### config.mk
export PLATFORM = sky130hd
export DESIGN_NAME = uart_receive_error_flags
export DESIGN_NICKNAME = d
export VERILOG_FILES = /design/src/uart_err_pkg.sv /design/src/baud_tick_gen.sv /design/src/uart_receive_error_flags.sv
export SDC_FILE = /design/constraint.sdc
export NUM_CORES = 1
export LEC_CHECK = 0
export BUFFER_PORTS_ARGS = -buffer_cell sky130_fd_sc_hd__buf_4
export CORE_MARGIN = 2
export CORE_UTILIZATION = 50
export CTS_CLUSTER_SIZE = 10
export DETAILED_ROUTE_END_ITERATION = 10
export PLACE_DENSITY = 0.83
export SKIP_CTS_REPAIR_TIMING = 1
export SLEW_MARGIN = 20
export SYNTH_ARGS = -nofsm -noshare
export SYNTH_HDL_FRONTEND = slang
export SYNTH_SLANG_ARGS = --single-unit
### constraint.sdc
create_clock -name clk_i -period 2.2 [get_ports clk_i]
set_input_delay 0.33 -clock clk_i [delete_from_list [all_inputs] [get_ports clk_i]]
set_output_delay 0.33 -clock clk_i [all_outputs]
set_load 0.01 [all_outputs]
### src/uart_err_pkg.sv
package uart_err_pkg;

  // register byte offsets on the bus
  localparam logic [7:0] OFS_STATUS = 8'h00;
  localparam logic [7:0] OFS_DATA = 8'h04;
  localparam logic [7:0] OFS_MODE = 8'h08;
  localparam logic [7:0] OFS_DIVISOR = 8'h0c;
  localparam logic [7:0] OFS_IRQ_STATUS = 8'h10;
  localparam logic [7:0] OFS_IRQ_CLEAR = 8'h14;
  localparam logic [7:0] OFS_IRQ_ENABLE = 8'h18;

  // serial_status_reg: flags occupy bits 6..3
  localparam int STAT_FLAG_LSB = 3;
  localparam int STAT_FLAG_MSB = 6;

  // index into the 4-bit flag vector
  localparam int FL_PAR = 0;
  localparam int FL_FRM = 1;
  localparam int FL_OVR = 2;
  localparam int FL_FULL = 3;

  // serial_mode_reg fields
  localparam int MODE_RX_ENABLE_BIT = 0;
  localparam int MODE_SYNC_BIT = 1;
  localparam int MODE_PARITY_EN_BIT = 2;
  localparam int MODE_ODD_BIT = 3;
  localparam int MODE_TWO_STOP_BIT = 4;
  localparam logic [7:0] MODE_WRITE_MASK = 8'h1f;

  // interrupt status, clear and enable bits
  localparam int IRQ_FULL_BIT = 0;
  localparam int IRQ_OVR_BIT = 1;
  localparam int IRQ_FRM_BIT = 2;
  localparam int IRQ_PAR_BIT = 3;

  // values after reset
  localparam logic [7:0] MODE_RESET = 8'h00;
  localparam logic [7:0] DIVISOR_RESET = 8'hff;
  localparam logic [3:0] FLAGS_RESET = 4'h0;
  localparam logic [3:0] IRQ_RESET = 4'h0;

  // oversampling counts, in baud ticks, and the last data bit index
  localparam logic [3:0] OS_MID = 4'h7;
  localparam logic [3:0] OS_LAST = 4'hf;
  localparam logic [2:0] LAST_DATA_BIT = 3'h7;

  typedef enum logic [2:0] {
    RX_IDLE,
    RX_START,
    RX_DATA,
    RX_PARITY,
    RX_STOP
  } rx_state_t;

endpackage

### src/baud_tick_gen.sv
`timescale 1ns/1ps
module baud_tick_gen
  import uart_err_pkg::*;
(
  input wire logic clk_i,
  input wire logic rst_i,
  input wire logic [7:0] div_i,
  output logic tick_o
);

  typedef struct packed {
    logic [7:0] cnt;
    logic tick;
  } baud_regs_t;

  localparam baud_regs_t BAUD_RESET = '{cnt: 8'h00, tick: 1'b0};

  baud_regs_t r_reg;
  baud_regs_t r_next;

  // one tick every div_i+1 clocks, sixteen ticks per bit
  always_comb begin
    r_next = r_reg;
    r_next.tick = (r_reg.cnt >= div_i);
    if (r_reg.cnt >= div_i) begin
      r_next.cnt = 8'h00;
    end else begin
      r_next.cnt = r_reg.cnt + 8'h01;
    end
  end

  always_ff @(posedge clk_i) begin
    if (rst_i) begin
      r_reg <= BAUD_RESET;
    end else begin
      r_reg <= r_next;
    end
  end

  assign tick_o = r_reg.tick;

endmodule

### src/uart_receive_error_flags.sv
// Function
// - disabling receiver keeps all error flags
// - reset and standby clear error flags
// - clear needs read-as-1 then write 0
// - completion while full sets overrun
// - overrun keeps old data, drops new
// - overrun flag halts reception
// - sync mode overrun inhibits transmission
// - framing and parity checked asynchronous only
// - zero stop bit sets framing flag
// - only first stop bit is checked
// - framing error stores data, full stays
// - framing flag halts reception
// - parity mismatch sets parity error flag
// - parity error stores data, full stays
// - parity flag halts reception
// - clean character sets receive full flag
// - writing 1 leaves flags unchanged
//
// The Wishbone register port and the register addresses were left to the implementer.
`timescale 1ns/1ps
module uart_receive_error_flags
  import uart_err_pkg::*;
(
  input wire logic clk_i,
  input wire logic rst_i,
  input wire logic wb_cyc_i,
  input wire logic wb_stb_i,
  input wire logic wb_we_i,
  input wire logic [7:0] wb_adr_i,
  input wire logic [3:0] wb_sel_i,
  input wire logic [31:0] wb_dat_i,
  output logic [31:0] wb_dat_o,
  output logic wb_ack_o,
  input wire logic rxd_i,
  input wire logic sclk_i,
  input wire logic hw_standby_i,
  input wire logic sw_standby_i,
  output logic irq_o,
  output logic receive_full_flag_o,
  output logic tx_inhibit_o
);

  typedef struct packed {
    logic rx_s1;
    logic rx_s2;
    logic ck_s1;
    logic ck_s2;
    logic ck_s3;
    rx_state_t st;
    logic [3:0] os;
    logic [2:0] bit_idx;
    logic [7:0] rx_shift_reg;
    logic par_bit;
    logic [7:0] receive_data_holding;
    logic [3:0] flags;
    logic [3:0] armed;
    logic [7:0] serial_mode_reg;
    logic [7:0] divisor;
    logic [3:0] irq_status;
    logic [3:0] irq_enable;
    logic ack;
    logic [31:0] dat;
    logic irq;
    logic tx_inh;
  } regs_t;

  localparam regs_t REGS_RESET = '{
    rx_s1: 1'b1,
    rx_s2: 1'b1,
    ck_s1: 1'b0,
    ck_s2: 1'b0,
    ck_s3: 1'b0,
    st: RX_IDLE,
    os: 4'h0,
    bit_idx: 3'h0,
    rx_shift_reg: 8'h00,
    par_bit: 1'b0,
    receive_data_holding: 8'h00,
    flags: FLAGS_RESET,
    armed: FLAGS_RESET,
    serial_mode_reg: MODE_RESET,
    divisor: DIVISOR_RESET,
    irq_status: IRQ_RESET,
    irq_enable: IRQ_RESET,
    ack: 1'b0,
    dat: 32'h0000_0000,
    irq: 1'b0,
    tx_inh: 1'b0
  };

  regs_t r_reg;
  regs_t r_next;
  logic tick;

  function automatic logic hits(input logic [7:0] adr, input logic [7:0] ofs);
    hits = (adr[7:2] == ofs[7:2]);
  endfunction

  // read view; unmapped and clear register read 0
  function automatic logic [31:0] read_view(input logic [7:0] adr, input regs_t r);
    logic [31:0] v;
    v = 32'h0000_0000;
    if (hits(adr, OFS_STATUS)) begin
      v[STAT_FLAG_MSB:STAT_FLAG_LSB] = r.flags;
    end else if (hits(adr, OFS_DATA)) begin
      v[7:0] = r.receive_data_holding;
    end else if (hits(adr, OFS_MODE)) begin
      v[7:0] = r.serial_mode_reg;
    end else if (hits(adr, OFS_DIVISOR)) begin
      v[7:0] = r.divisor;
    end else if (hits(adr, OFS_IRQ_STATUS)) begin
      v[3:0] = r.irq_status;
    end else if (hits(adr, OFS_IRQ_ENABLE)) begin
      v[3:0] = r.irq_enable;
    end
    read_view = v;
  endfunction

  // standby clears; an event beats a same-cycle clear
  function automatic logic flag_update(input logic cur, input logic clr_bit,
                                       input logic set_bit, input logic stby);
    if (stby) begin
      flag_update = 1'b0;
    end else if (set_bit) begin
      flag_update = 1'b1;
    end else begin
      flag_update = cur & ~clr_bit;
    end
  endfunction

  // ones over data and parity bit against odd or even
  function automatic logic parity_wrong(input logic [7:0] data, input logic pbit,
                                        input logic odd_sel);
    parity_wrong = ((^{data, pbit}) != odd_sel);
  endfunction

  baud_tick_gen u_baud (
    .clk_i(clk_i),
    .rst_i(rst_i),
    .div_i(r_reg.divisor),
    .tick_o(tick)
  );

  always_comb begin
    logic req;
    logic sync_mode;
    logic rx_en;
    logic parity_en;
    logic odd;
    logic halt;
    logic ck_rise;
    logic rx_done;
    logic stop_ok;
    logic frame_bad;
    logic par_bad;
    logic [7:0] word;
    logic [3:0] clr;
    logic [3:0] ev;
    logic [3:0] raise;
    logic stby;
    req = wb_cyc_i & wb_stb_i & ~r_reg.ack;
    sync_mode = r_reg.serial_mode_reg[MODE_SYNC_BIT];
    rx_en = r_reg.serial_mode_reg[MODE_RX_ENABLE_BIT];
    parity_en = r_reg.serial_mode_reg[MODE_PARITY_EN_BIT];
    odd = r_reg.serial_mode_reg[MODE_ODD_BIT];
    halt = r_reg.flags[FL_OVR] | r_reg.flags[FL_FRM] | r_reg.flags[FL_PAR];
    ck_rise = r_reg.ck_s2 & ~r_reg.ck_s3;
    rx_done = 1'b0;
    stop_ok = 1'b1;
    frame_bad = 1'b0;
    par_bad = 1'b0;
    word = r_reg.rx_shift_reg;
    clr = 4'h0;
    ev = 4'h0;
    raise = 4'h0;
    stby = hw_standby_i | sw_standby_i;
    r_next = r_reg;

    // two-stage synchronisers for the pins
    r_next.rx_s1 = rxd_i;
    r_next.rx_s2 = r_reg.rx_s1;
    r_next.ck_s1 = sclk_i;
    r_next.ck_s2 = r_reg.ck_s1;
    r_next.ck_s3 = r_reg.ck_s2;

    // bus slave: one wait state, ack for one cycle
    r_next.ack = req;
    if (req && !wb_we_i) begin
      r_next.dat = read_view(wb_adr_i, r_reg);
      if (hits(wb_adr_i, OFS_STATUS)) begin
        r_next.armed = r_reg.armed | r_reg.flags;
      end
    end else if (req && wb_we_i && wb_sel_i[0]) begin
      if (hits(wb_adr_i, OFS_STATUS)) begin
        // only a 0 on an armed flag clears it; a 1 is ignored
        clr = r_reg.armed & ~wb_dat_i[STAT_FLAG_MSB:STAT_FLAG_LSB];
        r_next.armed = r_reg.armed & ~clr;
      end else if (hits(wb_adr_i, OFS_MODE)) begin
        // receiver enable changes never touch the flags
        r_next.serial_mode_reg = wb_dat_i[7:0] & MODE_WRITE_MASK;
      end else if (hits(wb_adr_i, OFS_DIVISOR)) begin
        r_next.divisor = wb_dat_i[7:0];
      end else if (hits(wb_adr_i, OFS_IRQ_CLEAR)) begin
        r_next.irq_status = r_reg.irq_status & ~wb_dat_i[3:0];
      end else if (hits(wb_adr_i, OFS_IRQ_ENABLE)) begin
        r_next.irq_enable = wb_dat_i[3:0];
      end
    end

    // receive sequencer
    case (r_reg.st)
      RX_IDLE: begin
        if (rx_en && !halt) begin
          if (sync_mode) begin
            if (ck_rise) begin
              r_next.rx_shift_reg = {r_reg.rx_s2, r_reg.rx_shift_reg[7:1]};
              r_next.bit_idx = 3'h1;
              r_next.st = RX_DATA;
            end
          end else if (!r_reg.rx_s2) begin
            r_next.os = 4'h0;
            r_next.st = RX_START;
          end
        end
      end
      RX_START: begin
        if (tick) begin
          r_next.os = r_reg.os + 4'h1;
          if (r_reg.os == OS_MID) begin
            r_next.os = 4'h0;
            r_next.bit_idx = 3'h0;
            // a high level at mid start bit is a glitch
            r_next.st = r_reg.rx_s2 ? RX_IDLE : RX_DATA;
          end
        end
      end
      RX_DATA: begin
        if (sync_mode) begin
          if (ck_rise) begin
            word = {r_reg.rx_s2, r_reg.rx_shift_reg[7:1]};
            r_next.rx_shift_reg = word;
            r_next.bit_idx = r_reg.bit_idx + 3'h1;
            if (r_reg.bit_idx == LAST_DATA_BIT) begin
              rx_done = 1'b1;
              r_next.st = RX_IDLE;
            end
          end
        end else if (tick) begin
          r_next.os = r_reg.os + 4'h1;
          if (r_reg.os == OS_LAST) begin
            r_next.rx_shift_reg = {r_reg.rx_s2, r_reg.rx_shift_reg[7:1]};
            r_next.bit_idx = r_reg.bit_idx + 3'h1;
            if (r_reg.bit_idx == LAST_DATA_BIT) begin
              r_next.st = parity_en ? RX_PARITY : RX_STOP;
            end
          end
        end
      end
      RX_PARITY: begin
        if (tick) begin
          r_next.os = r_reg.os + 4'h1;
          if (r_reg.os == OS_LAST) begin
            r_next.par_bit = r_reg.rx_s2;
            r_next.st = RX_STOP;
          end
        end
      end
      RX_STOP: begin
        if (tick) begin
          r_next.os = r_reg.os + 4'h1;
          if (r_reg.os == OS_LAST) begin
            // second stop bit, if any, is left unsampled
            stop_ok = r_reg.rx_s2;
            rx_done = 1'b1;
            r_next.st = RX_IDLE;
          end
        end
      end
      default: begin
        r_next.st = RX_IDLE;
      end
    endcase

    // dropping the enable aborts the character, flags kept
    if (!rx_en) begin
      r_next.st = RX_IDLE;
    end

    // completion: set beats a same-cycle written clear; standby drops the flag set but not the irq status event
    if (rx_done) begin
      frame_bad = !sync_mode && !stop_ok;
      par_bad = !sync_mode && parity_en && parity_wrong(word, r_reg.par_bit, odd);
      if (r_reg.flags[FL_FULL]) begin
        raise[FL_OVR] = 1'b1;
        ev[IRQ_OVR_BIT] = 1'b1;
      end else begin
        r_next.receive_data_holding = word;
        if (!frame_bad && !par_bad) begin
          raise[FL_FULL] = 1'b1;
          ev[IRQ_FULL_BIT] = 1'b1;
        end
      end
      if (frame_bad) begin
        raise[FL_FRM] = 1'b1;
        ev[IRQ_FRM_BIT] = 1'b1;
      end
      if (par_bad) begin
        raise[FL_PAR] = 1'b1;
        ev[IRQ_PAR_BIT] = 1'b1;
      end
    end
    r_next.irq_status = r_next.irq_status | ev;

    // per flag: standby, then set, then clear
    for (int i = 0; i < 4; i++) begin
      r_next.flags[i] = flag_update(r_reg.flags[i], clr[i], raise[i], stby);
    end

    // standby also idles receiver and drops read marks
    if (stby) begin
      r_next.armed = FLAGS_RESET;
      r_next.st = RX_IDLE;
    end

    // outputs follow the next state
    r_next.irq = |(r_next.irq_status & r_next.irq_enable);
    r_next.tx_inh = r_next.flags[FL_OVR] & r_next.serial_mode_reg[MODE_SYNC_BIT];
  end

  always_ff @(posedge clk_i) begin
    if (rst_i) begin
      r_reg <= REGS_RESET;
    end else begin
      r_reg <= r_next;
    end
  end

  assign wb_dat_o = r_reg.dat;
  assign wb_ack_o = r_reg.ack;
  assign irq_o = r_reg.irq;
  assign receive_full_flag_o = r_reg.flags[FL_FULL];
  assign tx_inhibit_o = r_reg.tx_inh;

endmodule

==> results.cfg <==
[status]
status = completed

[clock_tree]
clock_latency_ns = 0.35
clkSlewWorstSetupHoldPaths_ns = 0.09
cts_root_buf = clkbuf_8
cts_max_path_buffers = 2
cts_tree = done
cts.sinks = 81
cts_made_buffers = 9
htree_levels = 3

[sta]
fin_tns_setup_ns = 0
finalMaxSlewViolations = 0
clock.fmax_mhz = 464.6
clock_skew_ns = 0.01278
fin_crit_ns = 2.152
worst_pin_slew_ns = 0.5708
hold_viol_final = 0
setup_viol = 0
fin_ws_ns = 0.04776
max_slew_margin = 0.6155
fin_crit_sh = 0.9783

[min_path]
hp-class = input pin to flip-flop

[synthesis]
synthFlopType = dfxtp_1
yosysSeqAreaShare = 0.3813
synth_top_family_by_area = simple AND/OR/NAND/NOR gates
synthCells = 503
synthTopCellsByArea = dfxtp_1 (38%), mux2i_1 (7.8%), buf_4 (5.8%)
post-synth-top-count-cell = dfxtp_1
synth_cell_types = 56
yosysWarnings = 0
synth_top_area_cell = dfxtp_1
synth-compound-area-share = 0.1515
yosysTopAreaCellShare = 0.3813
synth_mux_area_frac = 0.08385
synthAdderAreaFrac = 0.03530
netlist_area_um2 = 4253
synth-xor-area-share = 0.03619
ys_ff_latch = 81
yosys.area_share.simple = 0.2171
yosys-top-cells-count = dfxtp_1 (81), nor2_1 (59), nand2_1 (49), buf_4 (33), mux2i_1 (33)
synth_enable_flop_cells = 0
async_flop_share = 0
syn_area_per_cell_um2 = 8.455

[route]
avgViaCountPerCell = 5.669
drtAntennaViolNets = 0
drc = 0
firstDrtPassIters = 4
totalWireLength_um = 9978
drt_iter0_markers = 264
post_drt_wl_per_cell_um = 15.23
vias = 3713

[job]
maxCapViolCount = 0

[place]
globalplace.congestion = 0.9397
preCtsSetupSlack_ns = -0.1599
port_buffers = 35
place_hpwl_um = 7166
place_area_um2 = 4619

[power]
cellPowerDensity_nw_per_um2 = 556.8
peakVddDrop_v = 0.0002539
power_mw = 2.744
p_leak_nw = 2.005

[critical_path]
path_class = flip-flop to flip-flop
worstPathArrival_ns = 2.43
critPathCapture = u_baud.r_reg[3]
path_max_fanout = 4
rr_worst_depth = 9
required_ns = 2.47
setup.worst_path.end_class = flip-flop
startpoint = u_baud.r_reg[1]
rrSetupSlack_ns = 0.05
r2r-end = u_baud.r_reg[3]
worstSetupStartpointType = flip-flop
r2r-start = u_baud.r_reg[1]

[finish]
layout-drive-gt1-share = 0.2073
nets = 610
design_area_um2 = 4928
diodes = 0
largest_reg_flops = 57
areaGrowthSynthToFinish_pct = 15.89

[die]
start_util = 0.5176
core_um2 = 8217
dieWidth_um = 96.23
fp.dieH_um = 96.23
dieArea_um2 = 9259
io_pins = 89
num_rows = 33

[global_route]
grt_max_degree = 37
busiest_layer = met2
gr-usage-met1 = 0.2843
met2_usage = 0.3530
antenna_found_initial = 0
grt_pass1_vias = 3243
grt_overflow_total = 0
grt_use_total = 0.2176
grt_pass1_wl_um = 15530
use_met3 = 0.03994
-- routing by layer --
metal | wire length (um) | vias to the layer above
li1 | - | 1779
met1 | 4245 | 1745
met2 | 4786 | 165
met3 | 707 | 24
met4 | 239 | 0
met5 | 0 | -
-- worst min-delay path by stage --
stage | from | to | slack [ns] | depth (start not counted)
detailed placement | r_next[97] | r_reg[97] | 0.40 | 1
floorplan | r_next[97] | r_reg[97] | 0.39 | 1
global route | rxd_i | r_next[97] | 0.15 | 2
CTS | rxd_i | r_next[97] | 0.15 | 2
finish | rxd_i | r_next[97] | 0.16 | 2
global placement | r_next[97] | r_reg[97] | 0.39 | 1
-- kinds of logic (layout without fill, tap and decap cells) --
logic type	after synthesis	count (layout)
buf+inv	72	95
flops	81	81
mux	35	35
compound gates	98	99
other cells	1	24
simple gates	188	188
fa+ha+maj	12	12
xor+xnor	16	16
-- cells in the final DEF (no fill, tap or decap), types with 2 or more instances in the layout --
cell type,instances
and2_1,2
xor2_1,5
a21oi_1,28
o21ai_1,2
nor3_1,12
nor4_1,2
nand2b_1,7
dfxtp_2,3
o22ai_1,2
buf_4,66
nor3_2,4
a21o_1,5
nor2_1,59
nor3b_2,2
a22oi_1,3
clkinv_2,4
nand4b_1,2
nand3_1,13
or3_1,2
clkbuf_8,10
conb_1,24
a22o_1,3
nand3b_1,2
o21ai_0,17
nor2b_1,10
a211o_1,8
a221o_1,3
nand2_1,49
and3_1,3
xnor2_1,10
a211oi_1,9
dfxtp_1,78
mux2i_1,32
inv_1,12
a221oi_1,4
ha_1,12
or2_2,5
o211ai_1,4
-- critical path, cell delays in order, from the launching register on --
cell and delay [ns]:
dfxtp_2 0.33, inv_1 0.04, ha_1 0.25, nand2b_1 0.14, a21o_1 0.15, a21o_1 0.17
a21o_1 0.18, a2111oi_4 0.42, o21bai_2 0.17, nor3_1 0.23
-- power breakdown --
| part | internal [mW] | total [mW] | switching, mW |
|---|---|---|---|
| clock network | 0.547 | 1.08 | 0.528 |
| logic | 0.0735 | 0.181 | 0.108 |
| registers | 1.48 | 1.49 | 0.0100 |
| total | 2.10 | 2.74 | 0.646 |
-- layout make-up --
cell class	count	area (um^2)
multi-input combinational	374	2425
tap	105	131.4
clock buffer	10	137.6
fill	691	3288
clock inverter	6	57.56
sequential	81	1625
inverter	12	45.04
timing repair buffer	67	506.7
-- stage by stage --
stage                     instances  hold slack, ns    util
final                           655          0.1586  0.5998
after global routing            655          0.1495  0.5998
after CTS                       654          0.1507  0.5860
after detailed placement        638          0.3958  0.5622
after global placement          638          0.3932  0.5622
after floorplan                 526          0.3895       -
(Power assumes the default switching activity.)
